--- src/pkg/acc_map.svh ---
// Register map, field positions, reset values and timing counts of the converter control
// What the document requires
// Above upper reference: result FFh, 03h
// Below lower reference: result all zero
// Port logic sets analog pins plain input
// Four-bit field selects input 0 to 15
// Converter-on starts continuous conversions
// Clearing converter-on stops conversion
// Completion sets flag and loads results
// Read high or write control clears flag
// Each conversion overwrites both result bytes
// Software reads low then high quickly
// Eight-bit read: high byte only
// Channel change aborts, clears flag, restarts
// Bit 6 picks divide by four or two
// Software writes zero to bit 4
// Control register resets to zero
// High byte holds result bits 9:2
// Low byte holds bits 1:0, rest zero
// Wait mode leaves converter untouched
// Halt disables converter; stabilize after wake
// No interrupt; completion found by polling
// Sequence conversions back to back
`ifndef ACC_MAP_SVH
`define ACC_MAP_SVH
`define ACC_OFF_CSR 12'h000
`define ACC_OFF_HIGH 12'h004
`define ACC_OFF_LOW 12'h008
`define ACC_BIT_EOC 7
`define ACC_BIT_SPEED 6
`define ACC_BIT_ON 5
`define ACC_BIT_RSVD 4
`define ACC_CSR_RESET 8'h00
`define ACC_RESULT_RESET 10'h000
`define ACC_FULL_SCALE 10'h3FF
`define ACC_CONV_BITS 10
`define ACC_SAMPLE_TICKS 4'h3
`define ACC_STAB_NS 10000
`define ACC_STAB_CYCLES ((`ACC_STAB_NS + 4) / 5)
`endif

--- src/pkg/acc_pkg.sv ---
// Types shared by the converter control
package acc_pkg;
    typedef enum logic [1:0]
    {
        ACC_IDLE = 2'b00,
        ACC_SAMPLE = 2'b01,
        ACC_CONVERT = 2'b10
    } acc_state_type;

    typedef struct packed
    {
        logic eoc;
        logic speed;
        logic on;
        logic rsvd;
        logic [3:0] channel;
    } acc_csr_type;

    typedef struct packed
    {
        logic sample;
        logic [3:0] channel;
        logic [9:0] trial;
    } acc_analog_req_type;
endpackage

--- src/rtl/acc_converter_control.sv ---
// Control logic of a 10-bit successive-approximation converter with APB registers
//
// Added by the designer: register access over APB and the register offsets.
`timescale 1ns/1ps
`default_nettype none
`include "acc_map.svh"
module acc_converter_control
    import acc_pkg::*;
#(
    parameter int STAB_CYCLES = `ACC_STAB_CYCLES
)
(
    input wire logic clk_sys,
    input wire logic rst_n,
    input wire logic psel,
    input wire logic penable,
    input wire logic pwrite,
    input wire logic [11:0] paddr,
    input wire logic [31:0] pwdata,
    output logic [31:0] prdata,
    output logic pready,
    output logic pslverr,
    input wire logic compareHigh,
    input wire logic overUpper,
    input wire logic underLower,
    input wire logic haltMode,
    output acc_analog_req_type analogReq,
    output logic converterPowered,
    output logic stabilizing
);
    logic rstMeta;
    logic rstSync;
    logic cmpMeta;
    logic cmpSync;
    logic overMeta;
    logic overSync;
    logic underMeta;
    logic underSync;
    logic haltMeta;
    logic haltSync;
    acc_csr_type csr;
    logic [9:0] result;
    acc_state_type state;
    acc_state_type next_state;
    logic [1:0] divCount;
    logic [3:0] stepCount;
    logic [9:0] trial;
    logic [9:0] workBits;
    logic settled;
    logic [31:0] stabCount;

    always_ff @(posedge clk_sys or negedge rst_n)
    begin
        if (!rst_n)
        begin
            rstMeta <= 1'b0;
            rstSync <= 1'b0;
        end
        else
        begin
            rstMeta <= 1'b1;
            rstSync <= rstMeta;
        end
    end

    // Analog comparator outputs are asynchronous to this clock
    always_ff @(posedge clk_sys or negedge rstSync)
    begin
        if (!rstSync)
        begin
            cmpMeta <= 1'b0;
            cmpSync <= 1'b0;
            overMeta <= 1'b0;
            overSync <= 1'b0;
            underMeta <= 1'b0;
            underSync <= 1'b0;
            haltMeta <= 1'b0;
            haltSync <= 1'b0;
        end
        else
        begin
            cmpMeta <= compareHigh;
            cmpSync <= cmpMeta;
            overMeta <= overUpper;
            overSync <= overMeta;
            underMeta <= underLower;
            underSync <= underMeta;
            haltMeta <= haltMode;
            haltSync <= haltMeta;
        end
    end

    function automatic logic hitOffset(input logic [11:0] addr, input logic [11:0] offset);
        hitOffset = (addr == offset);
    endfunction

    wire logic access = psel && penable;
    wire logic hitCsr = hitOffset(paddr, `ACC_OFF_CSR);
    wire logic hitHigh = hitOffset(paddr, `ACC_OFF_HIGH);
    wire logic hitLow = hitOffset(paddr, `ACC_OFF_LOW);
    wire logic mapped = hitCsr || hitHigh || hitLow;
    wire logic csrWrite = access && pwrite && hitCsr;
    wire logic highRead = access && !pwrite && hitHigh;
    wire logic [3:0] newChannel = pwdata[3:0];
    // Halt overrides the enable bit; wait mode has no input here at all
    wire logic running = csr.on && !haltSync;
    wire logic channelChange = csrWrite && (newChannel != csr.channel);
    wire logic abortNow = !running || channelChange;
    // Converter clock tick: every 4th or every 2nd system cycle
    wire logic tick = csr.speed ? divCount[0] : (divCount == 2'b11);
    wire logic lastStep = (stepCount == 4'd0);
    wire logic done = (state == ACC_CONVERT) && tick && settled && lastStep && !abortNow;
    wire logic [9:0] decided = cmpSync ? (trial & ~workBits) : trial;
    wire logic [9:0] finalResult = overSync ? `ACC_FULL_SCALE :
        (underSync ? `ACC_RESULT_RESET : decided);
    wire logic [7:0] csrRead = {csr.eoc, csr.speed, csr.on, 1'b0, csr.channel};
    wire logic [31:0] readMux = hitCsr ? {24'h0000_00, csrRead} :
        hitHigh ? {24'h0000_00, result[9:2]} :
        hitLow ? {30'h0000_0000, result[1:0]} : 32'h0000_0000;

    // Control register; flag set wins over any clear in the same cycle
    always_ff @(posedge clk_sys or negedge rstSync)
    begin
        if (!rstSync)
        begin
            csr <= `ACC_CSR_RESET;
        end
        else
        begin
            if (csrWrite)
            begin
                csr.speed <= pwdata[`ACC_BIT_SPEED];
                csr.on <= pwdata[`ACC_BIT_ON];
                csr.rsvd <= 1'b0;
                csr.channel <= newChannel;
            end
            if (done)
            begin
                csr.eoc <= 1'b1;
            end
            else if (csrWrite || highRead)
            begin
                csr.eoc <= 1'b0;
            end
        end
    end

    // Result is not held for the reader; every completion overwrites it
    always_ff @(posedge clk_sys or negedge rstSync)
    begin
        if (!rstSync)
        begin
            result <= `ACC_RESULT_RESET;
        end
        else if (done)
        begin
            result <= finalResult;
        end
    end

    always_ff @(posedge clk_sys or negedge rstSync)
    begin
        if (!rstSync)
        begin
            divCount <= 2'b00;
        end
        else
        begin
            divCount <= abortNow ? 2'b00 : divCount + 2'b01;
        end
    end

    always_comb
    begin
        next_state = state;
        case (state)
            ACC_IDLE:
            begin
                if (running)
                begin
                    next_state = ACC_SAMPLE;
                end
            end
            ACC_SAMPLE:
            begin
                if (tick && lastStep)
                begin
                    next_state = ACC_CONVERT;
                end
            end
            ACC_CONVERT:
            begin
                if (done)
                begin
                    next_state = ACC_SAMPLE;
                end
            end
            default:
            begin
                next_state = ACC_IDLE;
            end
        endcase
        if (abortNow)
        begin
            next_state = running ? ACC_SAMPLE : ACC_IDLE;
        end
    end

    // Successive approximation: one bit per two converter ticks, since the
    // trial-to-comparator loop needs three system cycles to settle
    always_ff @(posedge clk_sys or negedge rstSync)
    begin
        if (!rstSync)
        begin
            state <= ACC_IDLE;
            stepCount <= 4'h0;
            trial <= 10'h000;
            workBits <= 10'h000;
            settled <= 1'b0;
        end
        else
        begin
            state <= next_state;
            if (abortNow || (state == ACC_IDLE) || done)
            begin
                stepCount <= `ACC_SAMPLE_TICKS;
                trial <= 10'h200;
                workBits <= 10'h200;
                settled <= 1'b0;
            end
            else if (tick)
            begin
                if (state == ACC_SAMPLE)
                begin
                    stepCount <= lastStep ? 4'd9 : stepCount - 4'd1;
                end
                else
                begin
                    settled <= !settled;
                    if (settled)
                    begin
                        stepCount <= stepCount - 4'd1;
                        trial <= decided | (workBits >> 1);
                        workBits <= workBits >> 1;
                    end
                end
            end
        end
    end

    // Stabilization interval after leaving halt
    always_ff @(posedge clk_sys or negedge rstSync)
    begin
        if (!rstSync)
        begin
            stabCount <= 32'h0000_0000;
            stabilizing <= 1'b0;
        end
        else if (haltSync)
        begin
            stabCount <= STAB_CYCLES;
            stabilizing <= 1'b1;
        end
        else
        begin
            stabCount <= (stabCount != 32'h0000_0000) ? stabCount - 32'h0000_0001 : stabCount;
            stabilizing <= (stabCount > 32'h0000_0001);
        end
    end

    // Zero-wait APB slave; unmapped addresses answer with an error
    always_ff @(posedge clk_sys or negedge rstSync)
    begin
        if (!rstSync)
        begin
            prdata <= 32'h0000_0000;
            pready <= 1'b0;
            pslverr <= 1'b0;
            analogReq <= '0;
            converterPowered <= 1'b0;
        end
        else
        begin
            pready <= psel && !penable;
            pslverr <= psel && !penable && !mapped;
            prdata <= (psel && !penable && !pwrite) ? readMux : 32'h0000_0000;
            analogReq.sample <= (next_state == ACC_SAMPLE);
            analogReq.channel <= channelChange ? newChannel : csr.channel;
            analogReq.trial <= trial;
            converterPowered <= running;
        end
    end
endmodule
`default_nettype wire

--- config.mk ---
export PLATFORM = sky130hd
export DESIGN_NAME = acc_converter_control
export DESIGN_NICKNAME = d
export VERILOG_FILES = /design/src/pkg/acc_pkg.sv /design/src/rtl/acc_converter_control.sv
export VERILOG_INCLUDE_DIRS = /design/src /design/src/pkg
export SDC_FILE = /design/constraint.sdc
export NUM_CORES = 1
export LEC_CHECK = 0
export BUFFER_PORTS_ARGS = -buffer_cell sky130_fd_sc_hd__buf_2
export CORE_UTILIZATION = 45
export DETAILED_ROUTE_END_ITERATION = 6
export GPL_TIMING_DRIVEN = 1
export PLACE_DENSITY = 0.67
export SETUP_SLACK_MARGIN = 0.15
export SLEW_MARGIN = 20
export SYNTH_ARGS = -nofsm -noshare
export SYNTH_HDL_FRONTEND = slang
export SYNTH_SLANG_ARGS = --single-unit
--- constraint.sdc ---
create_clock -name clk_sys -period 7.4 [get_ports clk_sys]
set_input_delay 1.11 -clock clk_sys [delete_from_list [all_inputs] [get_ports clk_sys]]
set_output_delay 1.11 -clock clk_sys [all_outputs]
set_load 0.01 [all_outputs]
==> impl.org <==
** Yosys
- Ys async rst share :: 100%
- sky130_fd_sc_hd__dfrtp_1 takes more of the synthesized area than any other cell.
- The number of different library cells used by synthesis comes to 54.
- The cell count after synthesis came out at 524.
- Ranking of synthesized cells by area :: sky130_fd_sc_hd__dfrtp_1 55%, sky130_fd_sc_hd__nand2_1 6.5%, sky130_fd_sc_hd__a21oi_1 3.9%, sky130_fd_sc_hd__buf_4 3.7%, sky130_fd_sc_hd__nor2_1 2.4%
- Sequential cells were found to cover 54.5% of the synthesized design area.
- Yosys mapped a number of flops with a built-in enable equal to 0.
- Average instance area after synthesis :: 10.1 sq um
- Post-synthesis cell area :: 5280 sq um
- For this run, the number of Yosys warnings is 0.
- Share of Yosys cell area claimed by the top area cell type :: 54.5%
- Most used DFF post-synth :: sky130_fd_sc_hd__dfrtp_1
- Post-synthesis sequential element count :: 115

** Clocking
- Hold-fix buffer count after cts :: 0
- Post-CTS timing repair inserted 0 buffers for setup.
- Clock tree synthesis selected as its root buffer the cell sky130_fd_sc_hd__clkbuf_16.
- CTS HTree Levels :: 4
- Number of buffers created by CTS :: 17
- After clock tree synthesis, the clock-pin slew on the worst setup and hold paths is 0.05 ns.
- Counting along the longest clock path gives a buffer depth of 2.
- TritonCTS built the clock tree.
- Resized cells post-CTS :: 0
- The clock reaches the later pin of the worst-skew pair after 0.41 ns.
- CTS saw 115 sinks.

** Worst hold path
- Worst hold-check path type :: reg2async

** STA
- Timing would allow up to 334 MHz.
- Max Transition Viols Final :: 0
- On the final layout, the worst clock skew is 0.0142 ns.
- The worst path in the final design needs a cycle of 2.99 ns, including I/O delays and setup.
- Final hold violations :: 0
- The worst pin sits at a relative slew slack of 43.0%.
- After routing, the total negative slack on setup checks comes to 0 ns.
- Final clock period utilization by the worst path :: 40.5%
- Setup violators final :: 0
- Setup repair after global routing missed its margin :: false
- Transition time at the pin with the least slew margin :: 0.854 ns

** Routing
- Count of routing violations after the opening detailed-route iteration :: 194
- After detailed routing, the number of vias per cell comes to 5.40.
- After detailed routing, the number of remaining DRC violations is 0.
- Final wirelength :: 10800 um
- Detail Route Antenna Nets :: 0
- Wirelength per Cell :: 14.7 um
- Routed vias :: 3947
- Number of detailed-routing iterations run before antenna repair :: 4

** Cells and area
- Final cell count without fillers :: 731
- Share of final-layout standard cells stronger than drive strength 1 :: 18.2%
- Most common cell after layout, fill and taps aside :: sky130_fd_sc_hd__dfrtp_1
- The finished cells cover 6240 sq um.
- Layout overhead on the synthesized area :: 18.2%
- Filler Cell Count :: 997
- Highest-count cells in the layout ignoring fill and taps :: 114 x sky130_fd_sc_hd__dfrtp_1, 91 x sky130_fd_sc_hd__nand2_1, 53 x sky130_fd_sc_hd__buf_2
- Number of antenna repair diodes :: 0
- Nets :: 633

** Setup path
- Worst Path Required :: 7.69 ns
- STA classifies the critical path endpoint as a flop.
- The critical path in this run is classified as reg2reg.
- Arrival time of data at the critical path endpoint :: 3.28 ns
- Along the worst path, the maximum fanout reaches 23.
- CP startpoint kind :: flop

** Global route
- The via count of the first global-routing pass is 3705.
- The number of antenna violations at the first check in global routing is 0.
- Global routing consumed, over all layers together, 19.7% of the routing resources.
- Aggregate global routing overflow :: 0
- The first global-routing pass estimated 18200 um of wire.
- Entering global routing, the biggest net connects 72 pins.

** Placed design
- Placement-stage cell area :: 5560 sq um
- In this run, placement finished with an instance count of 699.
- Estimated wirelength of the detail-placed design :: 7020 um
- Number of buffer cells added on primary ports :: 53
- Final weighted congestion in routability-driven placement :: 0.796

** Run
- The tool flagged a number of max-cap violations equal to 0.

** Die
- Area of the core :: 11400 sq um
- The die is 110 um tall.
- Count of boundary I/O pins :: 104
- Site row count :: 39
- Die Width :: 110 um
- Die Outline Area :: 12200 sq um
- The initial utilization of the core area, before any placement, comes to 46.2%.

** Power and ir drop
- Static power due to leakage :: 2.87 nW
- Power per Cell Area :: 262 nW/um^2
- Worst-case vdd ir drop :: 148 uV

** Outcome
- The flow ran to the end, and the final reports show no timing, DRC or antenna violations.
## final timing paths
path	startpoint	end	slack, ns	cells past startpoint
min	rstSync	workBits[7]	0.32	0
min in group clk_sys	cmpMeta	cmpSync	0.34	0
max	stabCount[25]	stabCount[31]	4.41	5
min reg2reg	rstSync	workBits[7]	0.32	0
max in group asynchronous	rstSync	prdata[6]	5.82	1
max reg2reg	stabCount[25]	stabCount[31]	4.41	5
## where the power goes
group          internal (W)  total [W]  switching (W)
combinational     0.0000186  0.0000537      0.0000351
sequential         0.000637   0.000649      0.0000121
clock              0.000650   0.000933       0.000282
total               0.00131    0.00164       0.000329
## Yosys cell counts, types with 3 or more instances
cell / instances
sky130_fd_sc_hd__a31o_2: 3
sky130_fd_sc_hd__o31ai_1: 8
sky130_fd_sc_hd__nor4_1: 9
sky130_fd_sc_hd__nor3_1: 5
sky130_fd_sc_hd__inv_1: 12
sky130_fd_sc_hd__nand3b_1: 3
sky130_fd_sc_hd__buf_2: 3
sky130_fd_sc_hd__and2_1: 3
sky130_fd_sc_hd__buf_4: 26
sky130_fd_sc_hd__nor2_1: 34
sky130_fd_sc_hd__nand2_1: 91
sky130_fd_sc_hd__nand2b_1: 7
sky130_fd_sc_hd__a31oi_1: 12
sky130_fd_sc_hd__xnor2_1: 13
sky130_fd_sc_hd__mux2_2: 5
sky130_fd_sc_hd__o41ai_1: 3
sky130_fd_sc_hd__mux2i_1: 10
sky130_fd_sc_hd__a21o_1: 4
sky130_fd_sc_hd__clkbuf_1: 15
sky130_fd_sc_hd__or4_4: 3
sky130_fd_sc_hd__a21oi_1: 41
sky130_fd_sc_hd__a211oi_1: 4
sky130_fd_sc_hd__nand3_1: 6
sky130_fd_sc_hd__or4_1: 10
sky130_fd_sc_hd__or3_1: 9
sky130_fd_sc_hd__nand4_1: 6
sky130_fd_sc_hd__buf_1: 3
sky130_fd_sc_hd__nor2b_1: 9
sky130_fd_sc_hd__dfrtp_1: 115
sky130_fd_sc_hd__o21ai_0: 14
sky130_fd_sc_hd__ha_1: 5
## sequential cells by signal, indices dropped and copies added (netlist names), 2 cells and up
register / flops
analogReq: 15
trial: 10
divCount: 2
prdata: 8
stepCount: 4
workBits: 10
result: 10
stabCount: 32
state: 2
csr: 7
## metrics by stage
step                worst slack, ns  total power (W)  hold slack (ns)  util [%]
global route                   4.20          0.00169            0.353      54.7
global placement               4.37         0.000712            0.332      48.7
floorplan                      3.96         0.000704            0.331         -
finish                         4.41          0.00164            0.323      54.7
CTS                            4.38          0.00165            0.346      54.7
detailed placement             4.29         0.000714            0.335      48.7
## kinds of logic after synthesis
family	Yosys count	share of synthesized area, %
simple gates	213	20.9
flops	115	54.5
compound gates	100	11.8
buf+inv	60	6.19
mux	15	2.96
xor+xnor	14	2.32
fa+ha+maj	5	1.19
other cells	2	0.142
## final cells by class
| cell class | count | area, sq um | area share (%) |
|---|---|---|---|
| Clock inverter | 12 | 226 | 3.63 |
| Sequential cell | 115 | 2880 | 46.2 |
| Timing Repair Buffer | 56 | 288 | 4.61 |
| Tap cell | 143 | 179 | 2.87 |
| Multi-Input combinational cell | 372 | 2160 | 34.6 |
| Clock buffer | 20 | 457 | 7.32 |
| Inverter | 13 | 48.8 | 0.782 |
## worst max-delay path: stages (launching register included)
cell and delay [ns]:
sky130_fd_sc_hd__dfrtp_1 0.39, sky130_fd_sc_hd__or4_4 0.57, sky130_fd_sc_hd__nor4_4 0.69, sky130_fd_sc_hd__and4_1 0.82, sky130_fd_sc_hd__nor4_1 0.11, sky130_fd_sc_hd__mux2_2 0.30
## per-layer routing
metal | GRT usage [%] | vias up | part of all wire (%)
li1 | - | 1892 | -
met1 | 27.8 | 1971 | 46
met4 | 7.71 | 0 | 0.86
met2 | 29.6 | 77 | 49
met3 | 4.29 | 7 | 3.6
met5 | 0 | - | 0
(Power assumes the default switching activity.)
